File: src/rtl/rxsw_pkg.sv
// constants and types for the receive status word builder
package rxsw_pkg;

  // register byte offsets on the wishbone port
  localparam logic [7:0]  REG_CTRL      = 8'h00;
  localparam logic [7:0]  REG_STAT      = 8'h04;
  localparam logic [7:0]  REG_LAST_WORD = 8'h08;
  localparam logic [7:0]  REG_FRAMES    = 8'h0c;

  // control register fields and reset value
  localparam int          CTRL_RX_EN_POS    = 2;
  localparam int          CTRL_PASS_BAD_POS = 16;
  localparam logic [31:0] CTRL_RESET        = 32'h0000_0000;

  // status register fields, fault bit is write-one-to-clear
  localparam int          STAT_FAULT_POS   = 0;
  localparam int          STAT_HALTED_POS  = 1;
  localparam int          STAT_IN_FRAME_POS = 2;

  // receive status word field positions
  localparam int          SW_FILTER_FAIL_POS = 30;
  localparam int          SW_LEN_LSB         = 16;
  localparam int          SW_LEN_W           = 14;
  localparam int          SW_ERR_SUM_POS     = 15;
  localparam int          SW_BCAST_POS       = 13;
  localparam int          SW_LEN_MISM_POS    = 12;
  localparam int          SW_RUNT_POS        = 11;
  localparam int          SW_MCAST_POS       = 10;
  localparam int          SW_TOO_LONG_POS    = 7;
  localparam int          SW_LATE_COL_POS    = 6;
  localparam int          SW_FRAME_TYPE_POS  = 5;
  localparam int          SW_WDOG_POS        = 4;
  localparam int          SW_MII_ERR_POS     = 3;
  localparam int          SW_DRIBBLE_POS     = 2;
  localparam int          SW_CRC_POS         = 1;

  // frame length limits in bytes
  localparam logic [13:0] MIN_FRAME_BYTES    = 14'd64;
  localparam logic [13:0] MAX_FRAME_BYTES    = 14'd1518;
  localparam logic [15:0] MAX_LEN_FIELD      = 16'd1500;
  localparam logic [13:0] MIN_TYPE_BYTES     = 14'd14;
  localparam logic [13:0] WDOG_BYTES         = 14'd2048;
  localparam logic [13:0] HDR_FCS_BYTES      = 14'd18;
  localparam logic [15:0] MIN_PAYLOAD        = 16'd46;
  localparam logic [13:0] BYTE_CNT_MAX       = 14'h3fff;

  // header byte positions
  localparam logic [13:0] DA_LAST_IDX        = 14'd5;
  localparam logic [13:0] LT_HI_IDX          = 14'd12;
  localparam logic [13:0] LT_LO_IDX          = 14'd13;

  // dribble thresholds
  localparam logic [2:0]  DRIB_MII_BITS      = 3'd4;
  localparam logic [2:0]  DRIB_10M_BITS      = 3'd3;

  typedef enum logic [1:0] {
    RXSW_IDLE,
    RXSW_FRAME,
    RXSW_WAIT_DATA
  } rxsw_state_t;

endpackage : rxsw_pkg

File: src/rtl/rxsw_core.sv
// receive status word builder with receiver stop and fault flag
//
// Register access over Wishbone and the address map are this design's own decisions.
`timescale 1ns/1ps
`default_nettype none

module rxsw_core
  import rxsw_pkg::*;
(
  // clock, reset, enable
  input  wire logic        mclk,
  input  wire logic        nrst,
  input  wire logic        ce,
  // wishbone slave
  input  wire logic        wb_cyc_i,
  input  wire logic        wb_stb_i,
  input  wire logic        wb_we_i,
  input  wire logic [7:0]  wb_adr_i,
  input  wire logic [3:0]  wb_sel_i,
  input  wire logic [31:0] wb_dat_i,
  output logic      [31:0] wb_dat_o,
  output logic             wb_ack_o,
  // frame events from the mac receive logic
  input  wire logic        rx_start,
  input  wire logic        rx_byte_vld,
  input  wire logic [7:0]  rx_byte,
  input  wire logic        rx_mii_err,
  input  wire logic        rx_late_col,
  input  wire logic        rx_end,
  input  wire logic        rx_crc_bad,
  input  wire logic [2:0]  rx_dribble,
  input  wire logic        rx_filter_fail,
  input  wire logic        mode_10m,
  input  wire logic        rx_data_done,
  // status fifo write side and fifo fault events
  output logic             sfifo_push,
  output logic      [31:0] sfifo_word,
  input  wire logic        sfifo_full,
  input  wire logic        dfifo_underrun,
  input  wire logic        sfifo_underrun,
  // receiver state
  output logic             receiver_halted_event,
  output logic             receive_fault_flag,
  output logic             rx_running
);

  // frame group state
  rxsw_state_t state;
  rxsw_state_t next_state;
  logic [13:0] byte_cnt;
  logic [13:0] next_byte_cnt;
  logic [15:0] len_field;
  logic [15:0] next_len_field;
  logic        bcast;
  logic        next_bcast;
  logic        mcast;
  logic        next_mcast;
  logic        mii_err;
  logic        next_mii_err;
  logic        late_col;
  logic        next_late_col;
  logic        crc_bad;
  logic        next_crc_bad;
  logic        filt_fail;
  logic        next_filt_fail;
  logic [2:0]  dribble;
  logic [2:0]  next_dribble;
  logic        next_sfifo_push;
  logic [31:0] next_sfifo_word;
  logic        next_rx_running;
  logic        next_halted_event;
  logic        overrun;

  // bus group state
  logic [31:0] ctrl;
  logic [31:0] next_ctrl;
  logic        next_fault;
  logic [31:0] last_word;
  logic [31:0] next_last_word;
  logic [15:0] frames;
  logic [15:0] next_frames;
  logic        next_ack;
  logic [31:0] next_dat;

  // status word helpers and control fields
  logic        rx_enable;
  logic        pass_bad;
  logic [31:0] word;
  logic        runt;
  logic        too_long;
  logic        len_mism;
  logic [13:0] payload;
  logic        da_seen;

  // control fields that steer the receiver
  assign rx_enable = ctrl[CTRL_RX_EN_POS];
  assign pass_bad  = ctrl[CTRL_PASS_BAD_POS];

  // dribble test: exactly four bits on mii, three or more at 10 Mbps
  function automatic logic rxsw_dribble_hit(
    input logic [2:0] bits,
    input logic       slow_mode
  );
    if (slow_mode) begin
      return bits >= DRIB_10M_BITS;
    end
    return bits == DRIB_MII_BITS;
  endfunction : rxsw_dribble_hit

  // byte-lane merge of a wishbone write into a stored word
  function automatic logic [31:0] rxsw_lane_merge(
    input logic [31:0] old_word,
    input logic [31:0] new_word,
    input logic [3:0]  sel
  );
    logic [31:0] merged;
    merged = old_word;
    for (int i = 0; i < 4; i++) begin
      if (sel[i]) begin
        merged[i*8 +: 8] = new_word[i*8 +: 8];
      end
    end
    return merged;
  endfunction : rxsw_lane_merge

  // status word assembly from the collected frame facts
  always_comb begin
    runt     = byte_cnt < MIN_FRAME_BYTES;
    too_long = byte_cnt > MAX_FRAME_BYTES;
    payload  = byte_cnt - HDR_FCS_BYTES;
    da_seen  = byte_cnt > DA_LAST_IDX;
    // short frames are padded, so a length field below 46 is checked against a 64-byte frame
    if (len_field > MAX_LEN_FIELD || byte_cnt < MIN_TYPE_BYTES) begin
      len_mism = 1'b0;
    end else if (len_field < MIN_PAYLOAD) begin
      len_mism = byte_cnt != MIN_FRAME_BYTES;
    end else begin
      len_mism = {2'b00, payload} != len_field;
    end
    word = 32'h0000_0000;
    word[SW_FILTER_FAIL_POS] = filt_fail;
    word[SW_LEN_LSB +: SW_LEN_W] = byte_cnt;
    word[SW_BCAST_POS] = bcast && da_seen;
    word[SW_LEN_MISM_POS] = len_mism;
    word[SW_RUNT_POS] = runt;
    word[SW_MCAST_POS] = mcast && !(bcast && da_seen);
    word[SW_TOO_LONG_POS] = too_long;
    word[SW_LATE_COL_POS] = late_col;
    word[SW_FRAME_TYPE_POS] = (len_field > MAX_LEN_FIELD)
                              && (byte_cnt >= MIN_TYPE_BYTES);
    word[SW_WDOG_POS] = byte_cnt > WDOG_BYTES;
    word[SW_MII_ERR_POS] = mii_err;
    word[SW_DRIBBLE_POS] = !late_col
                           && rxsw_dribble_hit(dribble, mode_10m);
    word[SW_CRC_POS] = crc_bad || mii_err;
    word[SW_ERR_SUM_POS] = word[SW_RUNT_POS] | word[SW_TOO_LONG_POS]
                         | word[SW_LATE_COL_POS]
                         | word[SW_CRC_POS];
  end

  // frame sequencing, receiver halt and status push
  always_comb begin
    next_state        = state;
    next_byte_cnt     = byte_cnt;
    next_len_field    = len_field;
    next_bcast        = bcast;
    next_mcast        = mcast;
    next_mii_err      = mii_err;
    next_late_col     = late_col;
    next_crc_bad      = crc_bad;
    next_filt_fail    = filt_fail;
    next_dribble      = dribble;
    next_sfifo_push   = 1'b0;
    next_sfifo_word   = sfifo_word;
    next_rx_running   = rx_running;
    next_halted_event = 1'b0;
    overrun           = 1'b0;
    case (state)
      RXSW_IDLE: begin
        if (!rx_running) begin
          next_rx_running = rx_enable;
        end else if (!rx_enable) begin
          // halt only between frames, one pulse per stop
          next_rx_running   = 1'b0;
          next_halted_event = 1'b1;
        end else if (rx_start) begin
          next_state     = RXSW_FRAME;
          next_byte_cnt  = 14'd0;
          next_len_field = 16'h0000;
          next_bcast     = 1'b1;
          next_mcast     = 1'b0;
          next_mii_err   = 1'b0;
          next_late_col  = 1'b0;
        end
      end
      RXSW_FRAME: begin
        if (rx_byte_vld) begin
          // count saturates, the frame itself is never cut short
          if (byte_cnt != BYTE_CNT_MAX) begin
            next_byte_cnt = byte_cnt + 14'd1;
          end
          if (byte_cnt <= DA_LAST_IDX && rx_byte != 8'hff) begin
            next_bcast = 1'b0;
          end
          if (byte_cnt == 14'd0) begin
            next_mcast = rx_byte[0];
          end
          if (byte_cnt == LT_HI_IDX) begin
            next_len_field[15:8] = rx_byte;
          end
          if (byte_cnt == LT_LO_IDX) begin
            next_len_field[7:0] = rx_byte;
          end
        end
        if (rx_mii_err) begin
          next_mii_err = 1'b1;
        end
        if (rx_late_col) begin
          next_late_col = 1'b1;
        end
        if (rx_end) begin
          next_crc_bad   = rx_crc_bad;
          next_dribble   = rx_dribble;
          next_filt_fail = rx_filter_fail;
          next_state     = RXSW_WAIT_DATA;
        end
      end
      RXSW_WAIT_DATA: begin
        // hold the word back until the data fifo has the whole frame
        if (rx_data_done) begin
          next_state = RXSW_IDLE;
          if (runt && !pass_bad) begin
            next_sfifo_push = 1'b0;
          end else if (sfifo_full) begin
            overrun = 1'b1;
          end else begin
            next_sfifo_push = 1'b1;
            next_sfifo_word = word;
          end
        end
      end
      default: begin
        next_state = RXSW_IDLE;
      end
    endcase
  end

  // frame group registers
  always_ff @(posedge mclk) begin
    if (!nrst) begin
      state                 <= RXSW_IDLE;
      byte_cnt              <= 14'd0;
      len_field             <= 16'h0000;
      bcast                 <= 1'b0;
      mcast                 <= 1'b0;
      mii_err               <= 1'b0;
      late_col              <= 1'b0;
      crc_bad               <= 1'b0;
      filt_fail             <= 1'b0;
      dribble               <= 3'd0;
      sfifo_push            <= 1'b0;
      sfifo_word            <= 32'h0000_0000;
      rx_running            <= 1'b0;
      receiver_halted_event <= 1'b0;
    end else if (ce) begin
      state                 <= next_state;
      byte_cnt              <= next_byte_cnt;
      len_field             <= next_len_field;
      bcast                 <= next_bcast;
      mcast                 <= next_mcast;
      mii_err               <= next_mii_err;
      late_col              <= next_late_col;
      crc_bad               <= next_crc_bad;
      filt_fail             <= next_filt_fail;
      dribble               <= next_dribble;
      sfifo_push            <= next_sfifo_push;
      sfifo_word            <= next_sfifo_word;
      rx_running            <= next_rx_running;
      receiver_halted_event <= next_halted_event;
    end
  end

  // wishbone decode, control writes, fault flag and counters
  always_comb begin
    next_ctrl      = ctrl;
    next_last_word = last_word;
    next_frames    = frames;
    next_fault     = receive_fault_flag;
    next_ack       = 1'b0;
    next_dat       = wb_dat_o;
    if (next_sfifo_push) begin
      next_last_word = next_sfifo_word;
      next_frames    = frames + 16'd1;
    end
    if (wb_cyc_i && wb_stb_i && !wb_ack_o) begin
      next_ack = 1'b1;
      next_dat = 32'h0000_0000;
      if (wb_we_i) begin
        if (wb_adr_i == REG_CTRL) begin
          next_ctrl = rxsw_lane_merge(ctrl, wb_dat_i, wb_sel_i);
        end
        if (wb_adr_i == REG_STAT && wb_sel_i[0]
            && wb_dat_i[STAT_FAULT_POS]) begin
          next_fault = 1'b0;
        end
      end else begin
        case (wb_adr_i)
          REG_CTRL: begin
            next_dat = ctrl;
          end
          REG_STAT: begin
            next_dat[STAT_FAULT_POS]    = receive_fault_flag;
            next_dat[STAT_HALTED_POS]   = !rx_running;
            next_dat[STAT_IN_FRAME_POS] = state != RXSW_IDLE;
          end
          REG_LAST_WORD: begin
            next_dat = last_word;
          end
          REG_FRAMES: begin
            next_dat = {16'h0000, frames};
          end
          default: begin
            next_dat = 32'h0000_0000;
          end
        endcase
      end
    end
    // a fault event in the clearing cycle wins; reception goes on
    if (dfifo_underrun || sfifo_underrun || overrun) begin
      next_fault = 1'b1;
    end
  end

  // bus group registers
  always_ff @(posedge mclk) begin
    if (!nrst) begin
      ctrl               <= CTRL_RESET;
      last_word          <= 32'h0000_0000;
      frames             <= 16'h0000;
      receive_fault_flag <= 1'b0;
      wb_ack_o           <= 1'b0;
      wb_dat_o           <= 32'h0000_0000;
    end else if (ce) begin
      ctrl               <= next_ctrl;
      last_word          <= next_last_word;
      frames             <= next_frames;
      receive_fault_flag <= next_fault;
      wb_ack_o           <= next_ack;
      wb_dat_o           <= next_dat;
    end
  end

endmodule : rxsw_core

`default_nettype wire

File: config.mk
export PLATFORM = sky130hd
export DESIGN_NAME = rxsw_core
export DESIGN_NICKNAME = d
export VERILOG_FILES = /design/src/rtl/rxsw_pkg.sv /design/src/rtl/rxsw_core.sv
export SDC_FILE = /design/constraint.sdc
export NUM_CORES = 1
export LEC_CHECK = 0
export BUFFER_PORTS_ARGS = -buffer_cell sky130_fd_sc_hd__buf_2
export CAP_MARGIN = 20
export CORE_MARGIN = 5
export CORE_UTILIZATION = 44
export DETAILED_ROUTE_END_ITERATION = 10
export PLACE_DENSITY = 0.63
export SYNTH_ARGS = -nofsm -noshare
export SYNTH_HDL_FRONTEND = slang
export SYNTH_SLANG_ARGS = --single-unit
File: constraint.sdc
create_clock -name mclk -period 2.95 [get_ports mclk]
set_clock_uncertainty 0.1 [all_clocks]
set_input_delay 0.295 -clock mclk [delete_from_list [all_inputs] [get_ports mclk]]
set_output_delay 0.295 -clock mclk [all_outputs]
set_load 0.005 [all_outputs]
==> results by group, run 1 <==
Outcome
  – Status: finished clean

CTS
  – Worst-path clk slew: 0.08 ns
  – CTS tree: done
  – CTS Buf Count: 17
  – Number of setup buffers added after CTS: 0
  – Clock sinks: 190
  – Clock Latency Late Sink: 0.43 ns
  – Clk buf depth: 2
  – # H-tree levels: 4
  – CTS root buf: clkbuf_16

Hold path
  – Hold/Removal Path Class: primary input to flip-flop
  – Hold path start: wb_dat_i[14]

Route
  – Vias: 7370
  – First-pass detailed-route iteration total: 5
  – WL final: 23800 µm
  – Routed Antenna Nets: 0
  – Residual DRC: 0
  – Starting DRC count in detailed routing: 534
  – Average wire per standard cell: 17.4 µm
  – Vias/cell: 5.38

Timing
  – Final worst setup slack: 0.374 ns
  – Crit share post-route: 87.3%
  – Min cycle time layout: 2.58 ns
  – Worst-Margin Slew: 0.665 ns
  – Slew Viols, Final: 0
  – Hold Fails Final Rpt: 0
  – Setup TNS: 0 ns
  – FMAX: 0.388 GHz
  – Final setup vio count: 0
  – Worst relative slew slack: 55.7%
  – RSZ-0062 raised after global routing: false

Global routing
  – GRT Overall Usage: 20.9%
  – Initial antenna violation count: 0
  – Vias in the first global route: 6880
  – Overflow left after global routing: 0
  – First-pass GRT wire length: 37600 µm
  – Largest net degree at the start of global routing: 78

Critical path
  – Worst endpoint required time: 3.15 ns
  – Crit path to: last_word[12]$_SDFFE_PN0P_
  – Critical Path Sink Type: flip-flop
  – Reg2reg start: byte_cnt[1]$_SDFFE_PN0P_
  – R2r endpoint: last_word[12]$_SDFFE_PN0P_
  – Worst Path Max Fanout: 9
  – Arr. time, crit path: 2.78 ns
  – Startpoint Class: flip-flop
  – R2R cell count: 8
  – Reg2reg setup slack: 0.37 ns
  – Crit Path Category: flip-flop to flip-flop
  – Worst setup startpoint: byte_cnt[1]$_SDFFE_PN0P_

Yosys
  – Most instantiated library cell after synthesis: dfxtp_1
  – Synthesized flop and latch total: 190
  – Syn Area/Cell: 8.92 µm²
  – Post-synth cell types: 68
  – Simple-gate share of the synthesized area: 23.5%
  – Netlist Area Pre-Place: 8760 µm²
  – Cell count after synthesis: 982
  – Combinational family with the most area after synthesis: simple AND/OR/NAND/NOR gates
  – EDFF count, synth: 0
  – Most frequent cells after synthesis: 190 x dfxtp_1, 161 x nand2_1, 63 x a21boi_0
  – Ys flop type: dfxtp_1
  – Adder-cell share of the synthesized area: 1.00%
  – Synth area leader: dfxtp_1
  – Mux contribution to synthesized area: 6.57%
  – Post-synth top area share: 43.4%
  – Yosys warns: 0
  – Xor and xnor fraction of the mapped netlist area: 4.10%
  – Compound-Gate Fraction of Synth Area: 17.0%
  – Top post-synthesis cells by area: dfxtp_1 43%, nand2_1 6.9%, a21boi_0 5.4%
  – Ys async rst share: 0%
  – Register area share after synthesis: 43.4%
  – Syn nets: 1062

Place
  – Half-perimeter wire length after placement: 17300 µm
  – GPL Wtd Cong: 0.866
  – Pre-CTS setup slack: 0.468 ns
  – Input/output buffers: 141

Finish
  – Antenna diode count: 0
  – Nets: 1171
  – Share of cells above drive strength 1: 21.0%
  – Area delta synth->final: 16.9%
  – Final Util: 52.5%

Flow run
  – Max cap viols: 0

Floorplanning
  – Die area: 22800 µm²
  – Starting Density: 44.9%
  – I/O pin cnt: 142
  – Die width: 151 µm
  – Core ar.: 19500 µm²
  – Die height: 151 µm
  – Standard-cell row count: 51

Power and ir drop
  – LEAKAGE: 4.07 nW
  – Pwr Density: 492 nW/µm²
  – Worst VDD drop: 0.359 mV
  – Overall power: 5.04 mW
## metrics by stage
step	cell area, µm²	instances	hold slack (ns)
floorplan	8760	982	0.330
global placement	9620	1334	0.339
detailed placement	9620	1334	0.345
CTS	10200	1369	0.00581
global route	10200	1369	0.0127
finish	10200	1369	0.00787
## repair_timing
| action | CTS | global route |
|---|---|---|
| endpoints found under the hold margin | 3 | 0 |
| hold buffers | 3 | 0 |
| resized for setup | 0 | 0 |
| endpoints found under the setup margin | 0 | 0 |
## cells by family (layout without fill, tap and decap cells)
logic type / count (synthesis) / count (layout)
compound gates: 204 / 204
xor+xnor: 41 / 41
fa+ha+maj: 7 / 7
buf+inv: 84 / 206
flops: 190 / 190
mux: 53 / 53
simple gates: 403 / 403
## state kept, by name, summed over array words and instances, names as in the netlist, 2 cells and up
signal	count
frames	16
ctrl	32
last_word	32
dribble	3
sfifo_word	32
state	2
wb_dat_o	32
len_field	16
byte_cnt	14
## placed cells by master, fill, tap and decap left out, drive strengths merged, types with 16 or more instances in the layout
cell      n
inv      17
nand3    56
nor2b    42
buf     160
mux2     16
clkbuf   19
a21oi    18
and3     18
nand2   161
a21boi   88
nor2     39
a22oi    30
dfxtp   190
mux2i    35
o21ai    30
xnor2    29
## layer usage
| metal | share of wire (%) | global-route usage (%) | wire, µm |
|---|---|---|---|
| met1 | 47 | 29.5 | 11200 |
| met2 | 45 | 32.6 | 10800 |
| met3 | 6.0 | 4.40 | 1420 |
| met4 | 1.7 | 5.44 | 398 |
| met5 | 0 | 0 | 0 |
## report_power, final
part	total, mW	switching (mW)	internal [mW]	leakage, nW
registers	2.57	0.00145	2.56	1.53
clock network	2.30	1.08	1.23	0.282
logic	0.178	0.0979	0.0806	2.26
## layout make-up
| class | count | area [µm²] |
|---|---|---|
| Multi-Input combinational cell | 708 | 4580 |
| Sequential cell | 190 | 3800 |
| Clock buffer | 19 | 443 |
| Inverter | 11 | 41.3 |
| Clock inverter | 13 | 148 |
| Timing Repair Buffer | 163 | 893 |
| Tap cell | 265 | 332 |
| Fill cell | 1862 | 9280 |
## critical path, cell delays in order, from the launching register on
cell	delay (ns)
dfxtp_1	0.52
inv_1	0.19
ha_1	0.34
xnor2_1	0.12
nor3_1	0.14
nand4_1	0.12
or3_1	0.36
a2111oi_0	0.43
a21oi_1	0.13
## worst min path at each step
stage                     slack, ns  cells past startpoint                          to
after floorplan                0.33                      2  last_word[10]$_SDFFE_PN0P_
after global placement         0.34                      2        ctrl[6]$_SDFFE_PN0P_
after detailed placement       0.34                      2        ctrl[7]$_SDFFE_PN0P_
after CTS                     0.006                      3       ctrl[14]$_SDFFE_PN0P_
after global routing           0.01                      3       ctrl[30]$_SDFFE_PN0P_
final                         0.008                      3       ctrl[14]$_SDFFE_PN0P_
(Power assumes the default switching activity.)
==> run 2: changes to the inputs <==
PLACE_DENSITY = unset   (was 0.63)
==> results by group, run 2 (synthesis results as in run 1) <==
Timing
  – Min cycle time layout: 2.59 ns (+0.00964 ns)
  – Hold WS: 0.0157 ns (+0.00783 ns)
  – Crit share post-route: 87.6% (+0.33 points)
  – Slew Viols, Final: 0 (unchanged)
  – RSZ-0062 raised after global routing: false
  – Setup TNS: 0 ns (unchanged)
  – Worst-Margin Slew: 0.693 ns (+0.0285 ns)
  – Hold Fails Final Rpt: 0 (unchanged)
  – Worst relative slew slack: 53.8% (-1.9 points)
  – Final setup vio count: 0 (unchanged)
  – FMAX: 0.387 GHz (-0.37%)

Finish
  – Leading cell type in the layout, fill and taps excluded: dfxtp_1
  – Final Util: 52.8% (+0.35 points)
  – Area delta synth->final: 17.7%
  – Share of cells above drive strength 1: 20.9% (-0.15 points)
  – Antenna diode count: 0 (unchanged)
  – Nets: 1174 (+0.26%)
  – Most frequent cells in the layout: 190 x dfxtp_1, 161 x nand2_1, 140 x buf_2
  – Non-filler cells in the finished layout: 1372 (+0.22%)

Outcome
  – Status: finished clean

CTS
  – CTS root buf: clkbuf_16
  – CTS tree: done
  – Clk buf depth: 2 (unchanged)
  – Clock Latency Late Sink: 0.44 ns (about the same)
  – Clock sinks: 190 (unchanged)
  – Worst-path clk slew: 0.08 ns (about the same)
  – CTS Buf Count: 17 (unchanged)
  – Number of setup buffers added after CTS: 0 (unchanged)
  – Post-cts sizing count: 0 (unchanged)
  – # H-tree levels: 4 (unchanged)

Route
  – Vias/cell: 5.28 (-1.9%)
  – Starting DRC count in detailed routing: 465 (-13%)
  – Average wire per standard cell: 17.6 µm (+0.90%)
  – WL final: 24100 µm (+1.1%)
  – Routed Antenna Nets: 0 (unchanged)
  – Vias: 7247 (-1.7%)
  – First-pass detailed-route iteration total: 5 (unchanged)
  – Residual DRC: 0 (unchanged)

Hold path
  – Hold path start: wb_dat_i[31]
  – Hold/Removal Path Class: primary input to flip-flop

Power and ir drop
  – Sw power: 1.26 mW (+7.0%)
  – Clock power share: 45.8% (+0.2 points)
  – Pint: 3.82 mW (-1.3%)
  – Register share of total power: 50.5% (-0.4 points)
  – Switching Fraction: 24.8% (+1.5 points)
  – Worst VDD drop: 0.407 mV (+14%)
  – Pwr Density: 492 nW/µm² (about the same)
  – LEAKAGE: 4.11 nW (+0.86%)
  – Logic pwr share: 3.7% (+0.2 points)

Floorplanning
  – Starting Density: 44.9% (unchanged)
  – I/O pin cnt: 142 (unchanged)
  – Standard-cell row count: 51 (unchanged)
  – Die area: 22800 µm² (unchanged)
  – Die width: 151 µm (unchanged)
  – Die height: 151 µm (unchanged)
  – Core ar.: 19500 µm² (unchanged)

Critical path
  – Startpoint Class: flip-flop
  – Worst setup startpoint: byte_cnt[1]$_SDFFE_PN0P_
  – Reg2reg start: byte_cnt[1]$_SDFFE_PN0P_
  – Worst Path Max Fanout: 9 (unchanged)
  – Arr. time, crit path: 2.80 ns (+0.02 ns)
  – Worst endpoint required time: 3.16 ns (about the same)
  – Crit Path Category: flip-flop to flip-flop
  – Critical Path Sink Type: flip-flop

Place
  – Half-perimeter wire length after placement: 17600 µm (+2.0%)
  – Input/output buffers: 141 (unchanged)
  – GPL Wtd Cong: 0.884 (+2.1%)
  – Placed Cells: 1332 (-0.15%)

Global routing
  – Vias in the first global route: 6879 (-0.015%)
  – First-pass GRT wire length: 38200 µm (+1.7%)
  – Largest net degree at the start of global routing: 102 (+31%)
  – Initial antenna violation count: 0 (unchanged)
  – GRT Overall Usage: 21.4% (+0.51 points)
  – Overflow left after global routing: 0 (unchanged)

Flow run
  – Max cap viols: 0 (unchanged)
-- run 2: cell types whose count changed in the layout (fill, tap and decap cells not counted), sizes merged --
| cell | before | now |
|---|---|---|
| clkbuf | 19 | 18 |
| bufinv | 1 | 0 |
| buf | 160 | 158 |
| clkinvlp | 3 | 0 |
| dlygate4sd3 | 3 | 8 |
| clkinv | 3 | 7 |
| inv | 17 | 18 |
-- run 2: worst paths after layout --
kind	endpoint	slack, ns	cells past startpoint
max	sfifo_word[12]$_SDFFE_PN0P_	0.36	8
min	ctrl[31]$_SDFFE_PN0P_	0.02	3
max reg2reg	sfifo_word[12]$_SDFFE_PN0P_	0.36	8
min reg2reg	ctrl[3]$_SDFFE_PN0P_	0.35	2
-- run 2: critical path, stage by stage (launching register included) --
cell and delay (ns):
dfxtp_1 0.53, inv_1 0.21, ha_1 0.34, nand2b_4 0.13
a211oi_2 0.08, xor2_1 0.18, or3_1 0.39, a2111oi_4 0.39
a21oi_1 0.11
-- run 2: cell type report --
type	count	area, µm²
fillers	1878	9210
multi-input cells	708	4580
flip-flops and latches	190	3800
repair buffers	166	941
clock buffers	18	439
well taps	265	332
clock inverters	14	173
inverters	11	41.3
-- run 2: metal layers --
metal | GRT usage, % | up-vias | part of all wire [%]
li1 | - | 3653 | -
met1 | 30.8 | 3420 | 50
met2 | 33.2 | 156 | 44
met3 | 4.13 | 18 | 4.2
met4 | 5.35 | 0 | 1.3
met5 | 0 | - | 0
-- run 2: what timing repair did --
item	CTS	global route
endpoints found under the setup margin	0	0
hold endpoints to repair	8	0
hold buffers	8	0
-- run 2: stage by stage --
step	total power, mW	cell area, µm²	setup WS, ns
floorplan	2.72	8760	0.621
global placement	2.81	9620	0.513
detailed placement	2.81	9620	0.425
CTS	5.13	10300	0.402
global route	5.24	10300	0.255
finish	5.08	10300	0.365
-- run 2: power by group through the flow --
stage / logic (mW) / registers [mW] / clock network, mW
2_1_floorplan: 0.0971 / 2.63 / 0
3_3_place_gp: 0.180 / 2.63 / 0
3_5_place_dp: 0.180 / 2.63 / 0
4_1_cts: 0.188 / 2.56 / 2.38
5_1_grt: 0.203 / 2.56 / 2.47
6_report: 0.187 / 2.56 / 2.32
